File: config.mk
export PLATFORM = sky130hd
export DESIGN_NAME = rpm_reset_mode_ctrl
export DESIGN_NICKNAME = d
export VERILOG_FILES = /design/src/rpm_pkg.sv /design/src/rpm_reset_mode_ctrl.sv
export SDC_FILE = /design/constraint.sdc
export NUM_CORES = 1
export LEC_CHECK = 0
export BUFFER_PORTS_ARGS = -buffer_cell sky130_fd_sc_hd__buf_2
export CAP_MARGIN = 5
export CORE_MARGIN = 2
export CORE_UTILIZATION = 45
export DETAILED_ROUTE_END_ITERATION = 6
export PLACE_DENSITY = 0.79
export SYNTH_ARGS = -nofsm -noshare
export SYNTH_HDL_FRONTEND = slang
export SYNTH_SLANG_ARGS = --single-unit
export TNS_END_PERCENT = 5
File: constraint.sdc
create_clock -name clock -period 4.3 [get_ports clock]
set_clock_uncertainty 0.1 [all_clocks]
set_input_delay 0.645 -clock clock [delete_from_list [all_inputs] [get_ports clock]]
set_output_delay 0.645 -clock clock [all_outputs]
set_load 0.005 [all_outputs]
File: src/rpm_pkg.sv
// package for reset, pin state and processor mode control
package rpm_pkg;
  // processor mode field encodings
  typedef enum logic [1:0] {
    RPM_MODE_SINGLE = 2'h0,
    RPM_MODE_EXPAND = 2'h1,
    RPM_MODE_BAD    = 2'h2,
    RPM_MODE_MICRO  = 2'h3
  } rpm_mode_e;

  // reset sequencer states, gray coded along idle -> assert -> release
  typedef enum logic [1:0] {
    RPM_ST_RUN     = 2'h0,
    RPM_ST_HOLD    = 2'h1,
    RPM_ST_RELEASE = 2'h3
  } rpm_state_e;

  // access space selector bits
  localparam int RPM_SP_SFR    = 0;
  localparam int RPM_SP_IRAM   = 1;
  localparam int RPM_SP_IROM   = 2;
  localparam int RPM_SP_EXT    = 3;
  localparam int RPM_SP_DRAM   = 4;
  localparam int RPM_SP_DROM   = 5;
  localparam int RPM_SP_WIDTH  = 6;

  // reset values
  localparam logic [1:0] RPM_MODE_RST  = 2'h0;
  localparam logic       RPM_WDSEL_RST = 1'b0;
  // watchdog hold count loaded on entry; the internal reset pulse lasts one cycle longer (three cycles)
  localparam logic [1:0] RPM_WDRST_CYCLES = 2'h2;
  // reset vector fetch request
  localparam logic [19:0] RPM_RESET_VECTOR = 20'hffffc;
endpackage

File: src/rpm_reset_mode_ctrl.sv
// reset sources, pin state forcing while reset is low, and processor mode control
// Operation
// - watchdog underflow with select bit set resets pins, cpu, registers, then vector fetch; here the pins are not reset
// - watchdog reset keeps processor mode field and preserved registers
// - reset low with mode select low: all port pins are inputs
// - reset low, mode select high: chip select zero, write, read driven high
// - reset low, mode select high: address latch enable low, address undefined
// - reset low, mode select high: hold acknowledge follows hold request
// - reset low, mode select high: other chip selects inputs with pull-up
// - exactly three processor modes: single-chip, memory expansion, microprocessor
// - single-chip mode: pins are ports or peripheral pins only
// - memory expansion reaches registers, ram, rom, external, display ram and rom; here internal rom only if the strap was low at reset
// - microprocessor mode reaches all those except internal rom
// - expansion and microprocessor modes repurpose pins as bus control
// - mode field: 00 single, 01 expansion, 11 microprocessor; 10 never taken
// - watchdog reset select is set by writing 1; writing 0 does nothing
// - hardware reset enters single-chip if mode select low, else microprocessor

// structure
// - two-flop synchronisers for the strap and the hold request; the reset pin
//   acts asynchronously and is re-timed for the release edge only
// - a three-state sequencer stretches a watchdog request into a fixed internal
//   reset pulse; hardware reset always wins over it
// - the mode field is loaded from the strap once per hardware reset and is then
//   written by software only; the watchdog path never reaches it
// - access space and bus pin roles are decoded from the field one edge later
// - pin-state flops carry no reset so the reset-time pin table can be clocked out
//   while resetn is low
// limitations
// - the clock must run during reset, or the pin table is not applied
// - address pins show zero during reset; any value is allowed there
// - a mode write arriving before the strap capture is lost, as writes are refused
//   until the field has been loaded
module rpm_reset_mode_ctrl
  import rpm_pkg::*;
#(
  parameter int PORT_PINS = 8
) (
  input  wire logic                    clock,
  input  wire logic                    resetn,
  input  wire logic                    modeSelectPin,
  input  wire logic                    holdRequestN,
  input  wire logic                    wdtUnderflow,
  input  wire logic                    modeWrite,
  input  wire logic [1:0]              modeWriteData,
  input  wire logic                    wdtSelectWrite,
  input  wire logic                    wdtSelectWriteData,
  input  wire logic [19:0]             cpuAddress,
  output logic                         softResetN,
  output logic                         vectorFetch,
  output logic [19:0]                  vectorAddress,
  output logic [1:0]                   processorModeField,
  output logic                         wdtResetSelect,
  output logic                         internalRomBlocked,
  output logic [RPM_SP_WIDTH-1:0]      accessSpace,
  output logic                         busPinsActive,
  output logic [PORT_PINS-1:0]         portOutputEnable,
  output logic                         chipSelectZeroN,
  output logic                         chipSelectZeroOe,
  output logic                         writeStrobeN,
  output logic                         readStrobeN,
  output logic                         busStrobeOe,
  output logic                         addressLatchEnable,
  output logic                         addressOe,
  output logic [19:0]                  addressOut,
  output logic                         holdAcknowledgeN,
  output logic                         holdAcknowledgeOe,
  output logic [2:0]                   otherChipSelectOe,
  output logic [2:0]                   otherChipSelectPullup
);

  // pin synchronisers; first stage feeds only the second
  logic modeSelMeta, modeSelSync;
  logic holdMeta, holdSync;
  // reset pin sampled as a level in the clock domain for pin forcing
  logic rstMeta, rstSync, rstLate;

  // mode strap synchroniser, cleared by reset so the strap is only read once the
  // second stage has refilled after release
  always_ff @(posedge clock or negedge resetn) begin
    if (!resetn) begin
      modeSelMeta <= 1'b0;
      modeSelSync <= 1'b0;
    end else begin
      modeSelMeta <= modeSelectPin;
      modeSelSync <= modeSelMeta;
    end
  end

  // hold request synchroniser without reset: the acknowledge must track the
  // request while resetn is low, so these stages may not be held by it
  always_ff @(posedge clock) begin
    holdMeta <= holdRequestN;
    holdSync <= holdMeta;
  end

  // reset release seen two edges later so mode strap is caught after release;
  // a third stage marks the first cycle after release without reading the first
  always_ff @(posedge clock or negedge resetn) begin
    if (!resetn) begin
      rstMeta <= 1'b0;
      rstSync <= 1'b0;
      rstLate <= 1'b0;
    end else begin
      rstMeta <= 1'b1;
      rstSync <= rstMeta;
      rstLate <= rstSync;
    end
  end

  // strap level live during reset: the pin table applies only while resetn is low,
  // and the clock is the only path, so this pair has no reset and keeps running
  logic strapMeta, strapSync;
  always_ff @(posedge clock) begin
    strapMeta <= modeSelectPin;
    strapSync <= strapMeta;
  end

  // watchdog reset sequencer; a request is honoured only in RUN, so an underflow
  // during HOLD or RELEASE is absorbed and the pulse length stays fixed
  rpm_state_e stateReg;
  logic [1:0] holdCountReg;
  logic       wdtResetReq;

  assign wdtResetReq = wdtUnderflow & wdtResetSelect;

  always_ff @(posedge clock or negedge resetn) begin
    if (!resetn) begin
      stateReg     <= RPM_ST_RUN;
      holdCountReg <= 2'h0;
    end else begin
      case (stateReg)
        RPM_ST_RUN: begin
          if (wdtResetReq && rstSync) begin
            stateReg     <= RPM_ST_HOLD;
            holdCountReg <= RPM_WDRST_CYCLES;
          end
        end
        RPM_ST_HOLD: begin
          // count guarantees every register sees the reset for full cycles
          if (holdCountReg <= 2'h1) begin
            stateReg <= RPM_ST_RELEASE;
          end else begin
            holdCountReg <= holdCountReg - 2'h1;
          end
        end
        RPM_ST_RELEASE: stateReg <= RPM_ST_RUN;
        default:        stateReg <= RPM_ST_RUN;
      endcase
    end
  end

  // soft reset to cpu and non-preserved registers, and vector fetch request
  always_ff @(posedge clock or negedge resetn) begin
    if (!resetn) begin
      softResetN    <= 1'b0;
      vectorFetch   <= 1'b0;
      vectorAddress <= RPM_RESET_VECTOR;
    end else begin
      softResetN    <= rstSync && (stateReg != RPM_ST_HOLD) &&
                       !(stateReg == RPM_ST_RUN && wdtResetReq);
      // first cycle out of hardware or watchdog reset starts vector fetch,
      // in step with the rise of the internal reset in both cases
      vectorFetch   <= (rstSync && !rstLate) || (stateReg == RPM_ST_RELEASE);
      vectorAddress <= RPM_RESET_VECTOR;
    end
  end

  // watchdog reset select: only a 1 write sets it; only hardware reset clears it
  always_ff @(posedge clock or negedge resetn) begin
    if (!resetn) begin
      wdtResetSelect <= RPM_WDSEL_RST;
    end else if (wdtSelectWrite && wdtSelectWriteData) begin
      wdtResetSelect <= 1'b1;
    end
  end

  // processor mode field; watchdog reset does not touch it
  logic strapTaken;
  always_ff @(posedge clock or negedge resetn) begin
    if (!resetn) begin
      processorModeField <= RPM_MODE_RST;
      strapTaken         <= 1'b0;
      internalRomBlocked <= 1'b0;
    end else if (!strapTaken) begin
      // strap captured once after release, never by the watchdog path
      if (rstSync) begin
        strapTaken         <= 1'b1;
        processorModeField <= modeSelSync ? RPM_MODE_MICRO : RPM_MODE_SINGLE;
        internalRomBlocked <= modeSelSync;
      end
    end else if (modeWrite && softResetN && modeWriteData != RPM_MODE_BAD) begin
      // reserved code is dropped so the field only ever holds three modes
      processorModeField <= modeWriteData;
    end
  end

  // access space decode by mode; registered so every space bit is a clean flop,
  // at the price of one edge behind the mode field
  always_ff @(posedge clock or negedge resetn) begin
    if (!resetn) begin
      accessSpace   <= '0;
      busPinsActive <= 1'b0;
    end else begin
      accessSpace <= '0;
      accessSpace[RPM_SP_SFR]  <= 1'b1;
      accessSpace[RPM_SP_IRAM] <= 1'b1;
      case (processorModeField)
        RPM_MODE_EXPAND: begin
          accessSpace[RPM_SP_IROM] <= !internalRomBlocked;
          accessSpace[RPM_SP_EXT]  <= 1'b1;
          accessSpace[RPM_SP_DRAM] <= 1'b1;
          accessSpace[RPM_SP_DROM] <= 1'b1;
        end
        RPM_MODE_MICRO: begin
          accessSpace[RPM_SP_EXT]  <= 1'b1;
          accessSpace[RPM_SP_DRAM] <= 1'b1;
          accessSpace[RPM_SP_DROM] <= 1'b1;
        end
        default: accessSpace[RPM_SP_IROM] <= !internalRomBlocked;
      endcase
      busPinsActive <= (processorModeField == RPM_MODE_EXPAND) ||
                       (processorModeField == RPM_MODE_MICRO);
    end
  end

  // pin state: forced table while reset low, mode-driven afterwards.
  // these flops have no async reset so the table can be applied while resetn is low.
  // the strap decides during reset and the decoded mode after it, so in a bus mode
  // the bus pins float for two cycles between the two
  logic busMode;
  assign busMode = rstSync ? busPinsActive : strapSync;

  // general port pins stay inputs; the port logic proper lives outside this block
  for (genvar pinIdx = 0; pinIdx < PORT_PINS; pinIdx++) begin : g_port
    always_ff @(posedge clock) begin
      portOutputEnable[pinIdx] <= 1'b0;
    end
  end

  // bus strobes stay inactive high; this block starts no bus cycle itself
  always_ff @(posedge clock) begin
    chipSelectZeroN <= 1'b1;
    writeStrobeN    <= 1'b1;
    readStrobeN     <= 1'b1;
  end

  // strobe drivers enabled only in the bus modes so single-chip pins stay inputs
  always_ff @(posedge clock) begin
    chipSelectZeroOe <= busMode;
    busStrobeOe      <= busMode;
  end

  // address latch held low; address shows zero during reset, any value allowed
  always_ff @(posedge clock) begin
    addressLatchEnable <= 1'b0;
    addressOe          <= busMode;
    if (rstSync) begin
      addressOut <= cpuAddress;
    end else begin
      addressOut <= 20'h00000;
    end
  end

  // hold acknowledge follows the synchronised request in the bus modes, reset
  // or not; two edges of latency are the price of a clean pin sample
  always_ff @(posedge clock) begin
    holdAcknowledgeOe <= busMode;
    if (busMode) begin
      holdAcknowledgeN <= holdSync;
    end else begin
      holdAcknowledgeN <= 1'b1;
    end
  end

  // other chip selects: inputs, pulled up only during reset with the strap high
  always_ff @(posedge clock) begin
    otherChipSelectOe     <= 3'h0;
    otherChipSelectPullup <= (busMode && !rstSync) ? 3'h7 : 3'h0;
  end

endmodule
==> flow_metrics.tcl <==
set metrics [dict create \
    grt_pass1_vias 924 \
    finalSetupViolCount 0 \
    core-area_mm2 0.003661 \
    status "finished clean" \
    synth.area.top_cells "dfxtp_1 32%, dfrtp_1 26%, buf_4 20%" \
    ys_seq_elements 45 \
    track_usage_pct 11.81 \
    min_path_type "input pin to async pin" \
    rsz0062_at_grt "no" \
    fin_setup_tns_ns 0 \
    ys_seq_area_share_pct 57.81 \
    clkTransAtPathRegs_ns 0.08 \
    r2r_start "rstSync" \
    yosys.area.top_type_share_pct 31.53 \
    ir_drop_uv 221.0 \
    cp-end-kind "flop" \
    hold_buffers 0 \
    gr-total-overflow 0 \
    worst_path_largest_cell_delay_ns 0.75 \
    postSynthCellCount 152 \
    p_leak_uw 0.001055 \
    cts_buffer_depth 2 \
    die_w_um 65.72 \
    io_pins 106 \
    stdcell_area_mm2 0.001983 \
    finalWirelength_um 2477 \
    gp_congestion 0.7437 \
    crit_fanout 27 \
    grt.met2_usage_pct 18.31 \
    yosysMostFrequentCell "buf_4" \
    dieArea_mm2 0.004319 \
    syn-cell-area_mm2 0.001714 \
    drv_cap 0 \
    drt_iter0_markers 22 \
    cts.sinks 45 \
    dr.pass1.iters 4 \
    cts_setup_buffers 0 \
    cts_tree "built" \
    drc_errors 0 \
    drive_above_1_share_pct 37.04 \
    reg2reg_slack_ns 2.65 \
    synth_area_leader_cell "dfxtp_1" \
    vias 1073 \
    power_density_mw_per_mm2 475.0 \
    row_count 22 \
    start_kind "flop" \
    numPortBuffers 70 \
    antenna_found_initial 0 \
    tightest_slew_ns 0.6265 \
    htreeDepth 2 \
    cp_data_required_time_ns 4.37 \
    die_y_um 65.72 \
    synth_edf_count 0 \
    use_met1_pct 14.38 \
    synth-warning-count 0 \
    fin_crit_ns 1.652 \
    max_freq_mhz 605.5 \
    area_growth_pct 15.69 \
    insertion_delay_ns 0.28 \
    post-route-period-util_pct 38.41 \
    placed_area_mm2 0.001901 \
    yosys-top-cells-count "45 x buf_4, 27 x dfxtp_1, 20 x and2_1, 18 x dfrtp_1, 6 x nand2_1" \
    synth_cell_types 27 \
    cts_made_buffers 5 \
    cts_resized 0 \
    cts_root_buf "clkbuf_8" \
    cp.arrival_ns 1.72 \
    dp_hpwl_um 1893 \
    use_met3_pct 4.110 \
    postSynthAreaPerCell_um2 11.28 \
    maxSlewViolCount 0 \
    top_usage_layer "met2" \
    setup.worst_path.class "flop to flop" \
    r2r_end "processorModeField[1]" \
    slowest_stage "dfrtp_1" \
    rr_worst_depth 3 \
    crit_chain "and2b_4, a31oi_1, o32a_1" \
    grt_first_pass_wirelength_um 3829 \
    fillCellCount 353 \
    via_per_inst 4.064 \
    final_nets 246 \
    ant_nets 0 \
    initial_utilization_pct 46.82 \
    hold_viol 0 \
    ys_async_sr_fraction_pct 40.00 \
    synth_flop_cell "dfxtp_1" \
    grt_start_max_net_pins 28 \
    relSlewSlack_pct 58.23 \
    diodes 0 \
    wl_per_cell_um 9.383 \
]
[through the flow]
step | utilization [%] | hold WS, ns | power, uW | cells | setup WS [ns]
after global placement | 51.91 | 0.2107 | 706.8 | 256 | 2.698
after global routing | 54.17 | 0.2014 | 1006 | 264 | 2.503
final | 54.17 | 0.1801 | 942.0 | 264 | 2.648
after detailed placement | 51.91 | 0.2121 | 715.7 | 256 | 2.617
after CTS | 54.17 | 0.1836 | 956.5 | 264 | 2.603
after floorplan | - | 0.2096 | 676.1 | 186 | 2.819
[worst max path at each step]
stage | from | end | slack [ns]
floorplan | holdCountReg[0] | holdCountReg[0] | 2.82
global placement | rstSync | processorModeField[1] | 2.70
detailed placement | rstSync | processorModeField[1] | 2.62
CTS | rstSync | processorModeField[1] | 2.60
global route | rstSync | processorModeField[1] | 2.50
finish | rstSync | processorModeField[1] | 2.65
[per-layer routing]
metal	part of all wire, %	vias up
li1	-	526
met1	43	475
met2	45	70
met3	12	2
met4	0.69	0
met5	0	-
[layout make-up]
class	count	area [um^2]	share of cell area [%]
clock buffers	7	76.32	3.849
clock inverters	1	6.256	0.3155
inverters	2	7.507	0.3785
multi-input cells	91	491.7	24.79
flip-flops and latches	45	991.0	49.97
well taps	48	60.06	3.028
repair buffers	70	350.3	17.67
[logic make-up after synthesis]
kind of cell    after synthesis  synth area share [%]
compound gates               12                 5.329
mux                           2                 1.314
other cells                   2                0.4381
simple gates                 40                 13.43
buf+inv                      50                 20.95
flops                        45                 57.81
fa+ha+maj                     1                0.7298
[power by group]
group / switching, uW / internal [uW]
Combinational: 78.8 / 98.8
Sequential: 45.1 / 480
Clock: 124 / 115
Total: 248 / 694
[flip-flops by register name, indices dropped and copies added, names as in the netlist, 2 cells and up]
signal	flops
addressOut	20
processorModeField	2
stateReg	2
accessSpace	3
holdCountReg	2
[worst max-delay path, delay by kind of cell (launching register included)]
family             cells  cell delay (ns)
DFF                    1             0.75
AOI/OAI and AO/OA      2             0.41
and+or+nand+nor        1             0.28
[layout by cell type, fill, tap and decap left out, drive strengths merged, types with 2 or more instances in the layout]
master	netlist	layout
buf	47	70
conb	2	36
dfxtp	27	27
and2	20	20
dfrtp	18	18
clkbuf	1	7
nand2	6	6
nor2	5	5
nand2b	4	4
inv	2	3
a21o	2	2
a21oi	2	2
mux2	2	2
o32a	2	2
and2b	2	2
Power figures use the tool's default switching activity.
